**src/logic/tcsr_pkg.sv**
```systemverilog
// package of constants for the trace capture status register block
// assumes an apb slave with 32-bit data and one aligned word per register
package tcsr_pkg;

  // ---------------------------------------------------------------
  // register map (byte addresses)
  // ---------------------------------------------------------------
  localparam logic [7:0] tcsr_off_status = 8'h00;
  localparam logic [7:0] tcsr_off_control = 8'h04;
  localparam logic [7:0] tcsr_off_irq_status = 8'h08;
  localparam logic [7:0] tcsr_off_irq_mask = 8'h0c;

  // ---------------------------------------------------------------
  // status field positions
  // ---------------------------------------------------------------
  localparam int tcsr_bit_mem_lo = 0;
  localparam int tcsr_bit_mem_hi = 1;
  localparam int tcsr_bit_addr_latched = 2;
  localparam int tcsr_bit_triggered = 3;
  localparam int tcsr_bit_completed = 4;
  localparam int tcsr_bit_level = 5;
  localparam int tcsr_bit_full = 6;
  localparam int tcsr_bit_unused = 7;

  // control field position
  localparam int tcsr_bit_start = 0;

  // interrupt status layout
  localparam int tcsr_irq_latched = 0;
  localparam int tcsr_irq_triggered = 1;
  localparam int tcsr_irq_completed = 2;
  localparam int tcsr_irq_full = 3;
  localparam int tcsr_irq_width = 4;

  // ---------------------------------------------------------------
  // memory size codes
  // ---------------------------------------------------------------
  localparam logic [1:0] tcsr_mem_256k = 2'h0;
  localparam logic [1:0] tcsr_mem_512k = 2'h1;
  localparam logic [1:0] tcsr_mem_768k = 2'h2;
  localparam logic [1:0] tcsr_mem_1m = 2'h3;

  // ---------------------------------------------------------------
  // reset values
  // ---------------------------------------------------------------
  localparam logic [31:0] tcsr_rst_word = 32'h0000_0000;
  localparam logic [3:0] tcsr_rst_irq = 4'h0;

endpackage : tcsr_pkg

```
**src/logic/tcsr_sticky.sv**
```systemverilog
// one sticky flag: set by an event, cleared by a condition
// assumes set and clear are single-clock synchronous pulses or levels
`timescale 1ns/1ps
module tcsr_sticky (
  input wire logic clk_in,
  input wire logic rst_in,
  input wire logic set_in,
  input wire logic clear_in,
  output logic flag_out
);

  // ---------------------------------------------------------------
  // flag
  // ---------------------------------------------------------------
  // set wins over clear so an event in the clearing cycle survives
  always_ff @(posedge clk_in) begin
    if (rst_in) begin
      flag_out <= 1'b0;
    end else if (set_in) begin
      flag_out <= 1'b1;
    end else if (clear_in) begin
      flag_out <= 1'b0;
    end
  end

endmodule : tcsr_sticky

```
**src/logic/tcsr_apb_slave.sv**
```systemverilog
// apb slave front end: decode, strobes and read mux
// assumes an apb master per the protocol; zero wait states
`timescale 1ns/1ps
module tcsr_apb_slave (
  input wire logic clk_in,
  input wire logic rst_in,
  input wire logic psel_in,
  input wire logic penable_in,
  input wire logic pwrite_in,
  input wire logic [7:0] paddr_in,
  input wire logic [31:0] rd_status_in,
  input wire logic [31:0] rd_control_in,
  input wire logic [31:0] rd_irq_status_in,
  input wire logic [31:0] rd_irq_mask_in,
  output logic [31:0] prdata_out,
  output logic pready_out,
  output logic pslverr_out,
  output logic wr_control_out,
  output logic wr_irq_status_out,
  output logic wr_irq_mask_out,
  output logic access_out
);

  // ---------------------------------------------------------------
  // decode
  // ---------------------------------------------------------------
  wire logic access = psel_in & penable_in;
  wire logic hit_status = paddr_in == tcsr_pkg::tcsr_off_status;
  wire logic hit_control = paddr_in == tcsr_pkg::tcsr_off_control;
  wire logic hit_irq_status = paddr_in == tcsr_pkg::tcsr_off_irq_status;
  wire logic hit_irq_mask = paddr_in == tcsr_pkg::tcsr_off_irq_mask;
  wire logic hit_any = hit_status | hit_control | hit_irq_status
                       | hit_irq_mask;
  wire logic [31:0] next_rdata =
    hit_status ? rd_status_in :
    hit_control ? rd_control_in :
    hit_irq_status ? rd_irq_status_in :
    hit_irq_mask ? rd_irq_mask_in : tcsr_pkg::tcsr_rst_word;

  assign pready_out = 1'b1;
  // unmapped addresses answer with an error and read zero
  assign pslverr_out = access & ~hit_any;
  assign access_out = access;
  assign wr_control_out = access & pwrite_in & hit_control;
  assign wr_irq_status_out = access & pwrite_in & hit_irq_status;
  assign wr_irq_mask_out = access & pwrite_in & hit_irq_mask;

  // ---------------------------------------------------------------
  // read data register, loaded in the setup cycle
  // ---------------------------------------------------------------
  always_ff @(posedge clk_in) begin
    if (rst_in) begin
      prdata_out <= tcsr_pkg::tcsr_rst_word;
    end else if (psel_in & ~penable_in & ~pwrite_in) begin
      prdata_out <= next_rdata;
    end
  end

endmodule : tcsr_apb_slave

```
**src/logic/tcsr_top.sv**
```systemverilog
// trace capture status register with apb access and event interrupt
// assumes capture logic gives one-cycle event pulses synchronous to clk_in
`timescale 1ns/1ps

// Summary of operation
// - two low bits report memory size code
// - bit 2 sets on trigger event
// - bit 2 clears on converter data read
// - bit 3 sets on trigger, clears start
// - bit 4 sets on completion, clears start
// - bit 6 sets on full, clears start
// - bit 5 shows live comparator level
module tcsr_top (
  input wire logic clk_in,
  input wire logic rst_in,
  input wire logic psel_in,
  input wire logic penable_in,
  input wire logic pwrite_in,
  input wire logic [7:0] paddr_in,
  input wire logic [31:0] pwdata_in,
  output logic [31:0] prdata_out,
  output logic pready_out,
  output logic pslverr_out,
  input wire logic [1:0] mem_size_in,
  input wire logic trigger_event_in,
  input wire logic trace_done_in,
  input wire logic buffer_full_in,
  input wire logic comparator_in,
  input wire logic adc_data_read_in,
  output logic start_trace_out,
  output logic irq_out
);

  // ---------------------------------------------------------------
  // bus slave
  // ---------------------------------------------------------------
  logic wr_control;
  logic wr_irq_status;
  logic wr_irq_mask;
  logic [7:0] status;
  logic [tcsr_pkg::tcsr_irq_width-1:0] irq_status;
  logic [tcsr_pkg::tcsr_irq_width-1:0] irq_mask;
  logic start_trace;
  logic start_prev;
  logic [1:0] mem_size;

  wire logic [31:0] rd_status = {24'h00_0000, status};
  wire logic [31:0] rd_control = {31'h0000_0000, start_trace};
  wire logic [31:0] rd_irq_status = {28'h000_0000, irq_status};
  wire logic [31:0] rd_irq_mask = {28'h000_0000, irq_mask};

  tcsr_apb_slave u_apb (
    .clk_in(clk_in),
    .rst_in(rst_in),
    .psel_in(psel_in),
    .penable_in(penable_in),
    .pwrite_in(pwrite_in),
    .paddr_in(paddr_in),
    .rd_status_in(rd_status),
    .rd_control_in(rd_control),
    .rd_irq_status_in(rd_irq_status),
    .rd_irq_mask_in(rd_irq_mask),
    .prdata_out(prdata_out),
    .pready_out(pready_out),
    .pslverr_out(pslverr_out),
    .wr_control_out(wr_control),
    .wr_irq_status_out(wr_irq_status),
    .wr_irq_mask_out(wr_irq_mask),
    .access_out()
  );

  // ---------------------------------------------------------------
  // control register and start edge
  // ---------------------------------------------------------------
  always_ff @(posedge clk_in) begin
    if (rst_in) begin
      start_trace <= 1'b0;
    end else if (wr_control) begin
      start_trace <= pwdata_in[tcsr_pkg::tcsr_bit_start];
    end
  end

  always_ff @(posedge clk_in) begin
    if (rst_in) begin
      start_prev <= 1'b0;
    end else begin
      start_prev <= start_trace;
    end
  end

  // bits 3, 4 and 6 clear only on the falling edge of start, not while it is low,
  // so an event seen with start low still stays visible
  wire logic start_fall = start_prev & ~start_trace;
  assign start_trace_out = start_trace;

  // memory size is a strap, caught by a clocked register
  always_ff @(posedge clk_in) begin
    if (rst_in) begin
      mem_size <= tcsr_pkg::tcsr_mem_256k;
    end else begin
      mem_size <= mem_size_in;
    end
  end

  // ---------------------------------------------------------------
  // sticky status flags
  // ---------------------------------------------------------------
  logic addr_latched;
  logic triggered;
  logic completed;
  logic full;
  logic level;

  tcsr_sticky u_latched (
    .clk_in(clk_in),
    .rst_in(rst_in),
    .set_in(trigger_event_in),
    .clear_in(adc_data_read_in),
    .flag_out(addr_latched)
  );

  tcsr_sticky u_triggered (
    .clk_in(clk_in),
    .rst_in(rst_in),
    .set_in(trigger_event_in),
    .clear_in(start_fall),
    .flag_out(triggered)
  );

  tcsr_sticky u_completed (
    .clk_in(clk_in),
    .rst_in(rst_in),
    .set_in(trace_done_in),
    .clear_in(start_fall),
    .flag_out(completed)
  );

  tcsr_sticky u_full (
    .clk_in(clk_in),
    .rst_in(rst_in),
    .set_in(buffer_full_in),
    .clear_in(start_fall),
    .flag_out(full)
  );

  // comparator is registered so the read word comes from flip-flops
  always_ff @(posedge clk_in) begin
    if (rst_in) begin
      level <= 1'b0;
    end else begin
      level <= comparator_in;
    end
  end

  // status has no write strobe at all, so bus writes cannot reach it
  assign status = {1'b0, full, level, completed, triggered, addr_latched,
                   mem_size};

  // ---------------------------------------------------------------
  // interrupts
  // ---------------------------------------------------------------
  wire logic [tcsr_pkg::tcsr_irq_width-1:0] irq_events =
    {buffer_full_in, trace_done_in, trigger_event_in, trigger_event_in};
  wire logic [tcsr_pkg::tcsr_irq_width-1:0] irq_clear =
    wr_irq_status ? pwdata_in[tcsr_pkg::tcsr_irq_width-1:0]
                  : tcsr_pkg::tcsr_rst_irq;
  wire logic [tcsr_pkg::tcsr_irq_width-1:0] next_irq_status =
    irq_events | (irq_status & ~irq_clear);

  always_ff @(posedge clk_in) begin
    if (rst_in) begin
      irq_status <= tcsr_pkg::tcsr_rst_irq;
    end else begin
      irq_status <= next_irq_status;
    end
  end

  always_ff @(posedge clk_in) begin
    if (rst_in) begin
      irq_mask <= tcsr_pkg::tcsr_rst_irq;
    end else if (wr_irq_mask) begin
      irq_mask <= pwdata_in[tcsr_pkg::tcsr_irq_width-1:0];
    end
  end

  always_ff @(posedge clk_in) begin
    if (rst_in) begin
      irq_out <= 1'b0;
    end else begin
      irq_out <= |(next_irq_status & irq_mask);
    end
  end

endmodule : tcsr_top

```
**config.mk**
```make
export PLATFORM = sky130hd
export DESIGN_NAME = tcsr_top
export DESIGN_NICKNAME = d
export VERILOG_FILES = /design/src/logic/tcsr_pkg.sv /design/src/logic/tcsr_sticky.sv /design/src/logic/tcsr_apb_slave.sv /design/src/logic/tcsr_top.sv
export SDC_FILE = /design/constraint.sdc
export NUM_CORES = 1
export LEC_CHECK = 0
export ABC_AREA = 1
export ABC_CLOCK_PERIOD_IN_PS = 1800
export BUFFER_PORTS_ARGS = -buffer_cell sky130_fd_sc_hd__buf_2
export CAP_MARGIN = 20
export CORE_MARGIN = 10
export CORE_UTILIZATION = 46
export CTS_BUF_LIST = sky130_fd_sc_hd__clkbuf_8
export DETAILED_ROUTE_END_ITERATION = 16
export HOLD_SLACK_MARGIN = 0.15
export PLACE_DENSITY = 0.84
export SYNTH_ARGS = -nofsm -noshare
export SYNTH_HDL_FRONTEND = slang
export SYNTH_SLANG_ARGS = --single-unit
```
**constraint.sdc**
```tcl
create_clock -name clk_in -period 1.8 [get_ports clk_in]
set_input_delay 0.18 -clock clk_in [delete_from_list [all_inputs] [get_ports clk_in]]
set_output_delay 0.18 -clock clk_in [all_outputs]
set_load 0.02 [all_outputs]
```
==> results of run 1 <==
critical path, stage by stage:
cell     delay, ns
buf_2         0.10
nor2_2        0.13
nand2_4       0.11
nor4_4        0.40
nand2_2       0.14
nand2_1       0.09
a21oi_1       0.06
registers in the layout, summed over array words and instances, names as in the netlist:
signal                count
mem_size                  2
irq_out                   1
u_triggered.flag_out      1
u_completed.flag_out      1
irq_mask                  4
u_apb.prdata_out          7
u_latched.flag_out        1
start_prev                1
irq_status                4
level                     1
u_full.flag_out           1
start_trace_out           1
synthesized netlist by cell type (2+ instances only):
cell type / instances / area share (%)
nand2_2: 4 / 1.9
inv_2: 4 / 1.1
nor2_1: 9 / 2.6
o21ai_0: 6 / 2.3
a31oi_1: 2 / 0.95
inv_1: 15 / 4.3
nor2_2: 2 / 0.95
nand3_1: 11 / 4.2
nand2_1: 36 / 10
dfxtp_1: 25 / 38
conb_1: 2 / 0.57
buf_4: 27 / 15
a21oi_1: 21 / 7.9
cell type report:
cell class / instances / area share (%)
clock buffer: 3 / 2.77
clock inverter: 1 / 0.336
inverter: 19 / 4.78
multi-input combinational: 129 / 42.4
sequential: 25 / 33.6
tap: 31 / 2.60
timing repair buffer: 37 / 13.6
where the power goes:
group	leakage [nW]	switching, mW	internal [mW]	total [mW]
sequential	0.206	0.0104	0.575	0.586
combinational	0.539	0.125	0.0496	0.174
clock	0.0255	0.173	0.155	0.328
per-layer routing:
metal,global-route usage [%],vias up,part of all wire [%]
met5,0,-,0
met4,1.86,0,0.71
met3,4.31,4,9.7
met2,19.1,41,50
met1,11.1,518,39
li1,-,589,-
through the flow:
stage                     instance area [um2]  utilization [%]  power (mW)  setup slack (ns)
after floorplan                          1410                -       0.756             0.720
after global placement                   1420             51.3       0.762             0.466
after detailed placement                 1420             51.3       0.765             0.457
after CTS                                1490             54.1        1.09             0.725
after global routing                     1490             54.1        1.13             0.617
final                                    1490             54.1        1.09             0.732
cell families (layout without fill, tap and decap cells):
logic type             count (synthesis)  count (layout)  synth area share (%)
buffers and inverters                 48              60                  21.3
other                                  2              26                 0.567
AND/OR/NAND/NOR                       71              71                  27.6
AO/OA/AOI/OAI                         32              32                  12.8
flip-flops                            25              25                  37.8
worst max-delay path by stage:
stage                start          end  slack [ns]  cells past startpoint
2_1_floorplan  paddr_in[7]  irq_mask[0]        0.72                      6
3_3_place_gp   paddr_in[7]  irq_mask[0]        0.47                      7
3_5_place_dp   paddr_in[7]  irq_mask[0]        0.46                      7
4_1_cts        paddr_in[7]  pslverr_out        0.72                      6
5_1_grt        paddr_in[3]      irq_out        0.62                     12
6_report       paddr_in[7]  irq_mask[0]        0.73                      7
==> impl_metrics.py, run 1 <==
metrics = {
    "routing": {
        "wl_per_cell_um": 12.0,
        "final_antenna_net_count": 0,
        "remaining_drc_errors": 0,
        "vias_per_cell": 4.70,
        "drtIter0Drc": 71,
        "wirelength_mm": 2.95,
        "num_vias": 1152,
        "drt-pass1-iter-count": 4,
    },
    "critical_path": {
        "required_ns": 1.94,
        "endpoint_kind": "register",
        "path_class": "in2reg",
        "r2r_end": "u_apb.prdata_out[0]",
        "r2r_start": "start_trace_out",
        "ff2ff_setup_slack_ns": 0.89,
        "reg2reg_depth": 4,
        "startpoint_type": "input pin",
        "crit_arrival_ns": 1.21,
        "cp_max_fo": 8,
    },
    "clocking": {
        "cts_buffer_depth": 2,
        "cts_resized": 0,
        "cts_tree": "yes",
        "post-cts-setup-buffer-count": 0,
        "numCtsBuffers": 3,
        "h-tree-depth": 1,
        "clkSlewWorstSetupHoldPaths_ns": 0.09,
        "clk_latency_ns": 0.27,
        "cts_root_buf": "clkbuf_8",
        "hold_buffers": 3,
        "cts.sinks": 25,
    },
    "final_layout": {
        "syn_to_final_growth_pct": 12.7,
        "n_antenna_cell": 0,
        "multi_input_area_um2": 632,
        "instances_no_fill": 245,
        "num-fill-cells": 274,
        "final_nets": 267,
        "drive_gt1_share_pct": 24.8,
        "final_common_cell": "nand2_1",
        "final_cell_mix": "nand2_1 (36), buf_2 (33), conb_1 (26), dfxtp_1 (25), a21oi_1 (21)",
        "final-seq-area_um2": 500,
    },
    "grt": {
        "grt_usage_pct": 10.5,
        "grt_overflow_total": 0,
        "grt_max_degree": 21,
        "grt_pass1_wl_mm": 4.72,
        "grt_pass1_vias": 1077,
        "antenna_found_initial": 0,
    },
    "die": {
        "die-area_um2": 5420,
        "initial_core_util_pct": 48.0,
        "core_um2": 2760,
        "ios": 88,
        "die_y_um": 73.6,
        "core.rowCount": 19,
        "die_x_um": 73.6,
    },
    "sta": {
        "final_hold_viol_count": 0,
        "fin_crit_ns": 1.07,
        "clock.fmax_mhz": 936,
        "rsz0062_at_grt": "false",
        "post-route-period-util_pct": 59.3,
        "slew_headroom_pct": 65.7,
        "worst_pin_slew_ns": 0.511,
        "setup_viol": 0,
        "hold_ws_ns": 0.160,
        "setup_tns_ns": 0,
        "finalClockSkew_ns": 0.00582,
        "finalMaxSlewViolations": 0,
    },
    "synthesis": {
        "yosys_warnings": 0,
        "synthFlopType": "dfxtp_1",
        "synthesis.area_um2": 1320,
        "syn_area_per_cell_um2": 7.44,
        "synth-seq-area-share_pct": 37.8,
        "synth-edff-count": 0,
        "yosys.cell_types.count": 27,
        "synth_seq_cells": 25,
        "ys_async_sr_fraction_pct": 0,
        "synthCells": 178,
    },
    "place": {
        "gp_congestion": 0.785,
        "io_buffers": 33,
        "dp.cells": 238,
        "dp_hpwl_mm": 2.40,
    },
    "worst_hold_path": {
        "hold_end": "u_latched.flag_out",
        "whs_path_depth": 4,
        "hp-class": "in2reg",
        "min_from": "adc_data_read_in",
    },
    "power_and_ir_drop": {
        "p_leak_nw": 0.770,
        "powerDensity_nw_per_um2": 729,
        "vdd_drop_max_mv": 0.795,
    },
    "outcome": {
        "status": "finished clean",
    },
    "run": {
        "maxCapViolCount": 0,
    },
}
Note: power is estimated with default switching activity, not from simulation.
==> run 2: changes to the inputs <==
--- a/config.mk
+++ b/config.mk
@@ -6,15 +6,15 @@
 export NUM_CORES = 1
 export LEC_CHECK = 0
 export ABC_AREA = 1
-export ABC_CLOCK_PERIOD_IN_PS = 1800
+export ABC_CLOCK_PERIOD_IN_PS = 970
 export BUFFER_PORTS_ARGS = -buffer_cell sky130_fd_sc_hd__buf_2
 export CAP_MARGIN = 20
 export CORE_MARGIN = 10
-export CORE_UTILIZATION = 46
+export CORE_UTILIZATION = 39
 export CTS_BUF_LIST = sky130_fd_sc_hd__clkbuf_8
 export DETAILED_ROUTE_END_ITERATION = 16
 export HOLD_SLACK_MARGIN = 0.15
-export PLACE_DENSITY = 0.84
+export PLACE_DENSITY = 0.75
 export SYNTH_ARGS = -nofsm -noshare
 export SYNTH_HDL_FRONTEND = slang
 export SYNTH_SLANG_ARGS = --single-unit
==> constraint.sdc (replaced) <==
create_clock -name clk_in -period 0.97 [get_ports clk_in]
set_input_delay 0.097 -clock clk_in [delete_from_list [all_inputs] [get_ports clk_in]]
set_output_delay 0.097 -clock clk_in [all_outputs]
set_load 0.02 [all_outputs]
==> impl_metrics.py, run 2 (synthesized netlist as in run 1, its figures left out) <==
metrics = {
    "final_layout": {
        "final_util_pct": 52.2,
        "top_register": "u_apb.prdata_out",
        "n_antenna_cell": 0,
        "syn_to_final_growth_pct": 30.6,
        "top_regs": "u_apb.prdata_out (7), irq_mask (4), irq_status (4)",
        "final_cell_mix": "nand2_1 (36), buf_2 (32), conb_1 (26), dfxtp_1 (24), a21oi_1 (21)",
        "final_common_cell": "nand2_1",
        "instances_no_fill": 284,
        "final_nets": 291,
        "drive_gt1_share_pct": 30.7,
        "largest_reg_flops": 7,
    },
    "routing": {
        "top_layer_used": "met4",
        "wl_per_cell_um": 11.4,
        "vias_per_cell": 4.29,
        "final_antenna_net_count": 0,
        "met1_length_mm": 1.32,
        "remaining_drc_errors": 0,
        "num_vias": 1219,
        "wirelength_mm": 3.23,
        "drt-pass1-iter-count": 4,
        "met2_length_mm": 1.54,
        "drtIter0Drc": 40,
        "wl_met3_um": 359,
    },
    "grt": {
        "grt_pass1_vias": 1141,
        "grt_pass1_wl_mm": 5.17,
        "grt_overflow_total": 0,
        "grt_usage_pct": 10.1,
        "grt_max_degree": 19,
        "antenna_found_initial": 0,
    },
    "sta": {
        "hold_ws_ns": 0.134,
        "finalMaxSlewViolations": 0,
        "fin_crit_ns": 0.912,
        "final_hold_viol_count": 0,
        "rsz0062_at_grt": "true",
        "post-route-period-util_pct": 94.0,
        "setup_viol": 0,
        "finalClockSkew_ns": 0.00542,
        "clock.fmax_mhz": 1100,
    },
    "clocking": {
        "cts_root_buf": "clkbuf_8",
        "clkSlewWorstSetupHoldPaths_ns": 0.09,
        "clk_latency_ns": 0.28,
        "cts_tree": "yes",
        "numCtsBuffers": 3,
        "cts_buffer_depth": 2,
        "cts.sinks": 25,
        "h-tree-depth": 1,
    },
    "critical_path": {
        "cpMostUsedCell": "nand2_1",
        "path_class": "in2reg",
        "startpoint_type": "input pin",
        "slowest_delay_ns": 0.53,
        "cp_max_fo": 3,
        "cp_slowest_cell": "dlygate4sd3_1",
        "required_ns": 1.14,
        "endpoint_kind": "register",
        "ff2ff_setup_slack_ns": 0.12,
        "path_cells": "dlygate4sd3_1, buf_2, inv_2, nand2_1, nand2_1, nand2_1, nor2_1, nor2_1",
        "crit_arrival_ns": 1.08,
    },
    "outcome": {
        "status": "finished clean",
    },
    "worst_hold_path": {
        "hp-class": "in2reg",
    },
    "die": {
        "die-area_um2": 6120,
        "ios": 88,
        "initial_core_util_pct": 40.0,
        "core.rowCount": 21,
        "die_y_um": 78.3,
        "die_x_um": 78.3,
        "core_um2": 3310,
    },
    "place": {
        "gp_congestion": 0.764,
        "dp.cells": 267,
        "io_buffers": 33,
        "dp_hpwl_mm": 2.54,
    },
    "power_and_ir_drop": {
        "p_leak_nw": 0.879,
        "power.total_mw": 2.12,
        "vdd_drop_max_mv": 0.627,
        "powerDensity_nw_per_um2": 1230,
    },
    "run": {
        "maxCapViolCount": 0,
    },
}
==> run 2: changes by cell type in the layout (fill, tap and decap cells not counted), sizes merged <==
cell	before	now
clkinvlp	0	1
dlygate4sd3	3	11
buf	34	50
clkinv	1	0
==> run 2: path summary, 6_finish.rpt <==
kind,to,cells past startpoint,start
setup / recovery,irq_out,8,buffer_full_in
hold / removal,start_trace_out,4,paddr_in[3]
setup reg to reg,u_apb.prdata_out[0],4,start_trace_out
hold reg to reg,u_apb.prdata_out[5],2,level
==> run 2: metal layers <==
layer,vias up,track usage (%)
li1,639,-
met1,537,11.1
met2,40,16.4
met3,3,6.04
met4,0,2.15
met5,-,0
==> run 2: worst max-delay path, delay by kind of cell <==
| kind | cells | cell delay [ns] |
|---|---|---|
| buffers and inverters | 3 | 0.71 |
| AND/OR/NAND/NOR | 5 | 0.28 |
==> run 2: timing repair <==
item                                    4_1_cts  5_1_grt
pin swaps                                     0        4
endpoints found under the setup margin        1        3
endpoints found under the hold margin        14        1
hold buffers                                 10        1
buffers inserted                              0        2
resized for setup                             1        5
==> run 2: per-stage QoR <==
stage | cell area (um2) | worst slack [ns] | TNS [ns]
after floorplan | 1420 | -0.00516 | -0.00516
after detailed placement | 1540 | -0.200 | -1.56
after CTS | 1700 | 0.0185 | 0
after global routing | 1730 | -0.0403 | -0.0403
after global placement | 1540 | -0.178 | -1.29
final | 1730 | 0.0579 | 0
==> run 2: where the power goes <==
part           leakage (nW)  switching [mW]  internal, mW
Combinational         0.652           0.248         0.146
Clock                0.0217           0.348         0.292
Sequential            0.206          0.0187          1.07
Total                 0.879           0.615          1.51
==> run 2: layout make-up <==
| cell class | count | area (um2) |
|---|---|---|
| fill | 324 | 1580 |
| multi-input combinational | 129 | 644 |
| sequential | 25 | 502 |
| timing repair buffer | 61 | 405 |
| inverter | 19 | 71.3 |
| tap | 46 | 57.6 |
| clock buffer | 3 | 41.3 |
| clock inverter | 1 | 7.51 |
==> run 3: changes to the inputs <==
--- a/config.mk
+++ b/config.mk
@@ -5,7 +5,6 @@
 export SDC_FILE = /design/constraint.sdc
 export NUM_CORES = 1
 export LEC_CHECK = 0
-export ABC_AREA = 1
 export ABC_CLOCK_PERIOD_IN_PS = 970
 export BUFFER_PORTS_ARGS = -buffer_cell sky130_fd_sc_hd__buf_2
 export CAP_MARGIN = 20
@@ -13,6 +12,7 @@
 export CORE_UTILIZATION = 39
 export CTS_BUF_LIST = sky130_fd_sc_hd__clkbuf_8
 export DETAILED_ROUTE_END_ITERATION = 16
+export GPL_ROUTABILITY_DRIVEN = 0
 export HOLD_SLACK_MARGIN = 0.15
 export PLACE_DENSITY = 0.75
 export SYNTH_ARGS = -nofsm -noshare
==> impl_metrics.py, run 3 <==
metrics = {
    "grt": {
        "grt_pass1_wl_mm": 5.96,
        "antenna_found_initial": 0,
        "grt_pass1_vias": 1279,
        "grt_max_degree": 16,
        "grt_usage_pct": 11.7,
        "grt_overflow_total": 0,
    },
    "power_and_ir_drop": {
        "powerDensity_nw_per_um2": 1140,
        "p_leak_nw": 0.841,
        "vdd_drop_max_mv": 0.506,
    },
    "sta": {
        "setup_viol": 18,
        "finalMaxSlewViolations": 0,
        "fin_crit_ns": 1.36,
        "clock.fmax_mhz": 736,
        "finalClockSkew_ns": 0.00285,
        "rsz0062_at_grt": "true",
        "fin_ws_ns": -0.389,
        "final_hold_viol_count": 0,
        "setup_tns_ns": -4.15,
        "post-route-period-util_pct": 140,
    },
    "die": {
        "die_x_um": 78.6,
        "ios": 88,
        "die_y_um": 78.6,
        "core.rowCount": 21,
        "die-area_um2": 6180,
        "core_um2": 3340,
        "initial_core_util_pct": 40.2,
    },
    "critical_path": {
        "required_ns": 1.13,
        "startpoint_type": "input pin",
        "crit_arrival_ns": 1.52,
        "endpoint_kind": "register",
        "path_class": "in2reg",
        "cp_max_fo": 6,
    },
    "routing": {
        "vias_per_cell": 4.65,
        "wl_per_cell_um": 14.5,
        "remaining_drc_errors": 0,
        "final_antenna_net_count": 0,
        "drtIter0Drc": 123,
        "num_vias": 1214,
        "drt-pass1-iter-count": 4,
        "wirelength_mm": 3.79,
    },
    "synthesis": {
        "netlist_top_cells_area": "dfxtp_1 (37%), buf_4 (15%), mux2i_1 (5.2%), a21oi_1 (4.1%), nand3_1 (4.1%)",
        "netlist.area_leader.share_pct": 37.3,
        "synth.mux.area_fraction_pct": 7.75,
        "synth_top_family_by_area": "simple AND/OR/NAND/NOR gates",
        "synthesis.area_um2": 1340,
        "synth-seq-area-share_pct": 37.3,
        "synthTopCellsByCount": "buf_4 (26), dfxtp_1 (25), a21oi_1 (11), nand3_1 (11), nor2_1 (11)",
        "yosysTopAreaCell": "dfxtp_1",
        "synthFlopType": "dfxtp_1",
        "synthCells": 153,
        "syn_area_per_cell_um2": 8.76,
        "yosys.cell_types.count": 36,
        "yosys_warnings": 0,
        "synth-edff-count": 0,
        "synth_simple_gate_area_share_pct": 28.1,
        "ys_async_sr_fraction_pct": 0,
        "synth_xor_area_share_pct": 0,
        "synth_most_common_cell": "buf_4",
        "synth-compound-area-share_pct": 8.22,
        "synthAdderAreaFrac_pct": 0,
        "synth_seq_cells": 25,
    },
    "final_layout": {
        "syn_to_final_growth_pct": 38.7,
        "final_nets": 268,
        "final_cell_mix": "buf_2 (29), conb_1 (26), buf_4 (25), dfxtp_1 (24)",
        "top_register": "u_apb.prdata_out",
        "largest_reg_flops": 7,
        "final_common_cell": "buf_2",
        "n_antenna_cell": 0,
        "top_regs": "u_apb.prdata_out (7), irq_mask (4), irq_status (4)",
        "final_cell_area_um2": 1860,
        "num-fill-cells": 313,
        "final_util_pct": 55.7,
        "drive_gt1_share_pct": 40.9,
    },
    "outcome": {
        "violations": "setup timing",
        "status": "complete, but fails checks",
    },
    "place": {
        "place_area_um2": 1610,
        "io_buffers": 33,
        "dp_hpwl_mm": 2.98,
        "place_ws_ns": -0.643,
    },
    "clocking": {
        "clkSlewWorstSetupHoldPaths_ns": 0.09,
        "cts.sinks": 25,
        "cts_buffer_depth": 2,
        "numCtsBuffers": 3,
        "cts_tree": "yes",
        "clk_latency_ns": 0.27,
        "h-tree-depth": 1,
        "cts_root_buf": "clkbuf_8",
    },
    "worst_hold_path": {
        "hp-class": "in2reg",
    },
    "run": {
        "maxCapViolCount": 0,
    },
}
==> run 3: logic make-up after synthesis <==
| family | Yosys count |
|---|---|
| AND/OR/NAND/NOR | 63 |
| buffers and inverters | 36 |
| flip-flops | 25 |
| AO/OA/AOI/OAI | 18 |
| multiplexers | 9 |
| other | 2 |
==> run 3: metal layers <==
metal / GRT usage (%) / vias up / routed length, um
met2: 20.9 / 54 / 1980
met4: 2.33 / 0 / 34
met5: 0 / - / 0
li1: - / 596 / -
met3: 5.58 / 4 / 401
met1: 12.3 / 560 / 1370
==> run 3: through the flow <==
stage          std cells  power [mW]  hold slack (ns)
5_1_grt              261        2.21            0.194
3_3_place_gp         244        1.43            0.308
6_report             261        2.11            0.177
2_1_floorplan        177        1.38            0.214
4_1_cts              260        2.10            0.171
3_5_place_dp         244        1.44            0.316
==> run 3: final cells by class <==
cell class | instances | area, um2 | share of cell area [%]
clock buffer | 3 | 41.3 | 2.22
clock inverter | 1 | 7.51 | 0.404
inverter | 2 | 7.51 | 0.404
multi-input combinational | 116 | 762 | 41.0
sequential | 25 | 502 | 27.0
tap | 46 | 57.6 | 3.10
timing repair buffer | 68 | 480 | 25.9
==> run 3: final timing paths <==
kind	start	end	slack, ns	depth (start not counted)
max	paddr_in[1]	irq_out	-0.39	6
min	rst_in	u_apb.prdata_out[1]	0.18	3
max reg2reg	irq_status[1]	irq_out	-0.25	4
min reg2reg	u_apb.prdata_out[1]	u_apb.prdata_out[1]	0.46	2
==> run 3: report_power, final <==
group / internal [mW] / leakage (nW) / switching, mW / total, mW
clock network: 0.291 / 0.0217 / 0.339 / 0.630
registers: 1.06 / 0.205 / 0.0162 / 1.07
logic: 0.162 / 0.614 / 0.245 / 0.407
total: 1.51 / 0.841 / 0.600 / 2.11
==> run 3: worst max-delay path, cell delays in order <==
cell and delay (ns):
buf_6 0.09, or4_4 0.61, buf_6 0.16, nor4_4 0.17
nor3_2 0.09, a221o_1 0.30
==> run 3: timing repair <==
action / CTS / global route
endpoints found under the setup margin: 18 / 22
hold buffers: 8 / 0
setup buffers: 5 / 2
cloned: 0 / 0
resized for setup: 9 / 8
pin swaps: 5 / 5
endpoints found under the hold margin: 9 / 0
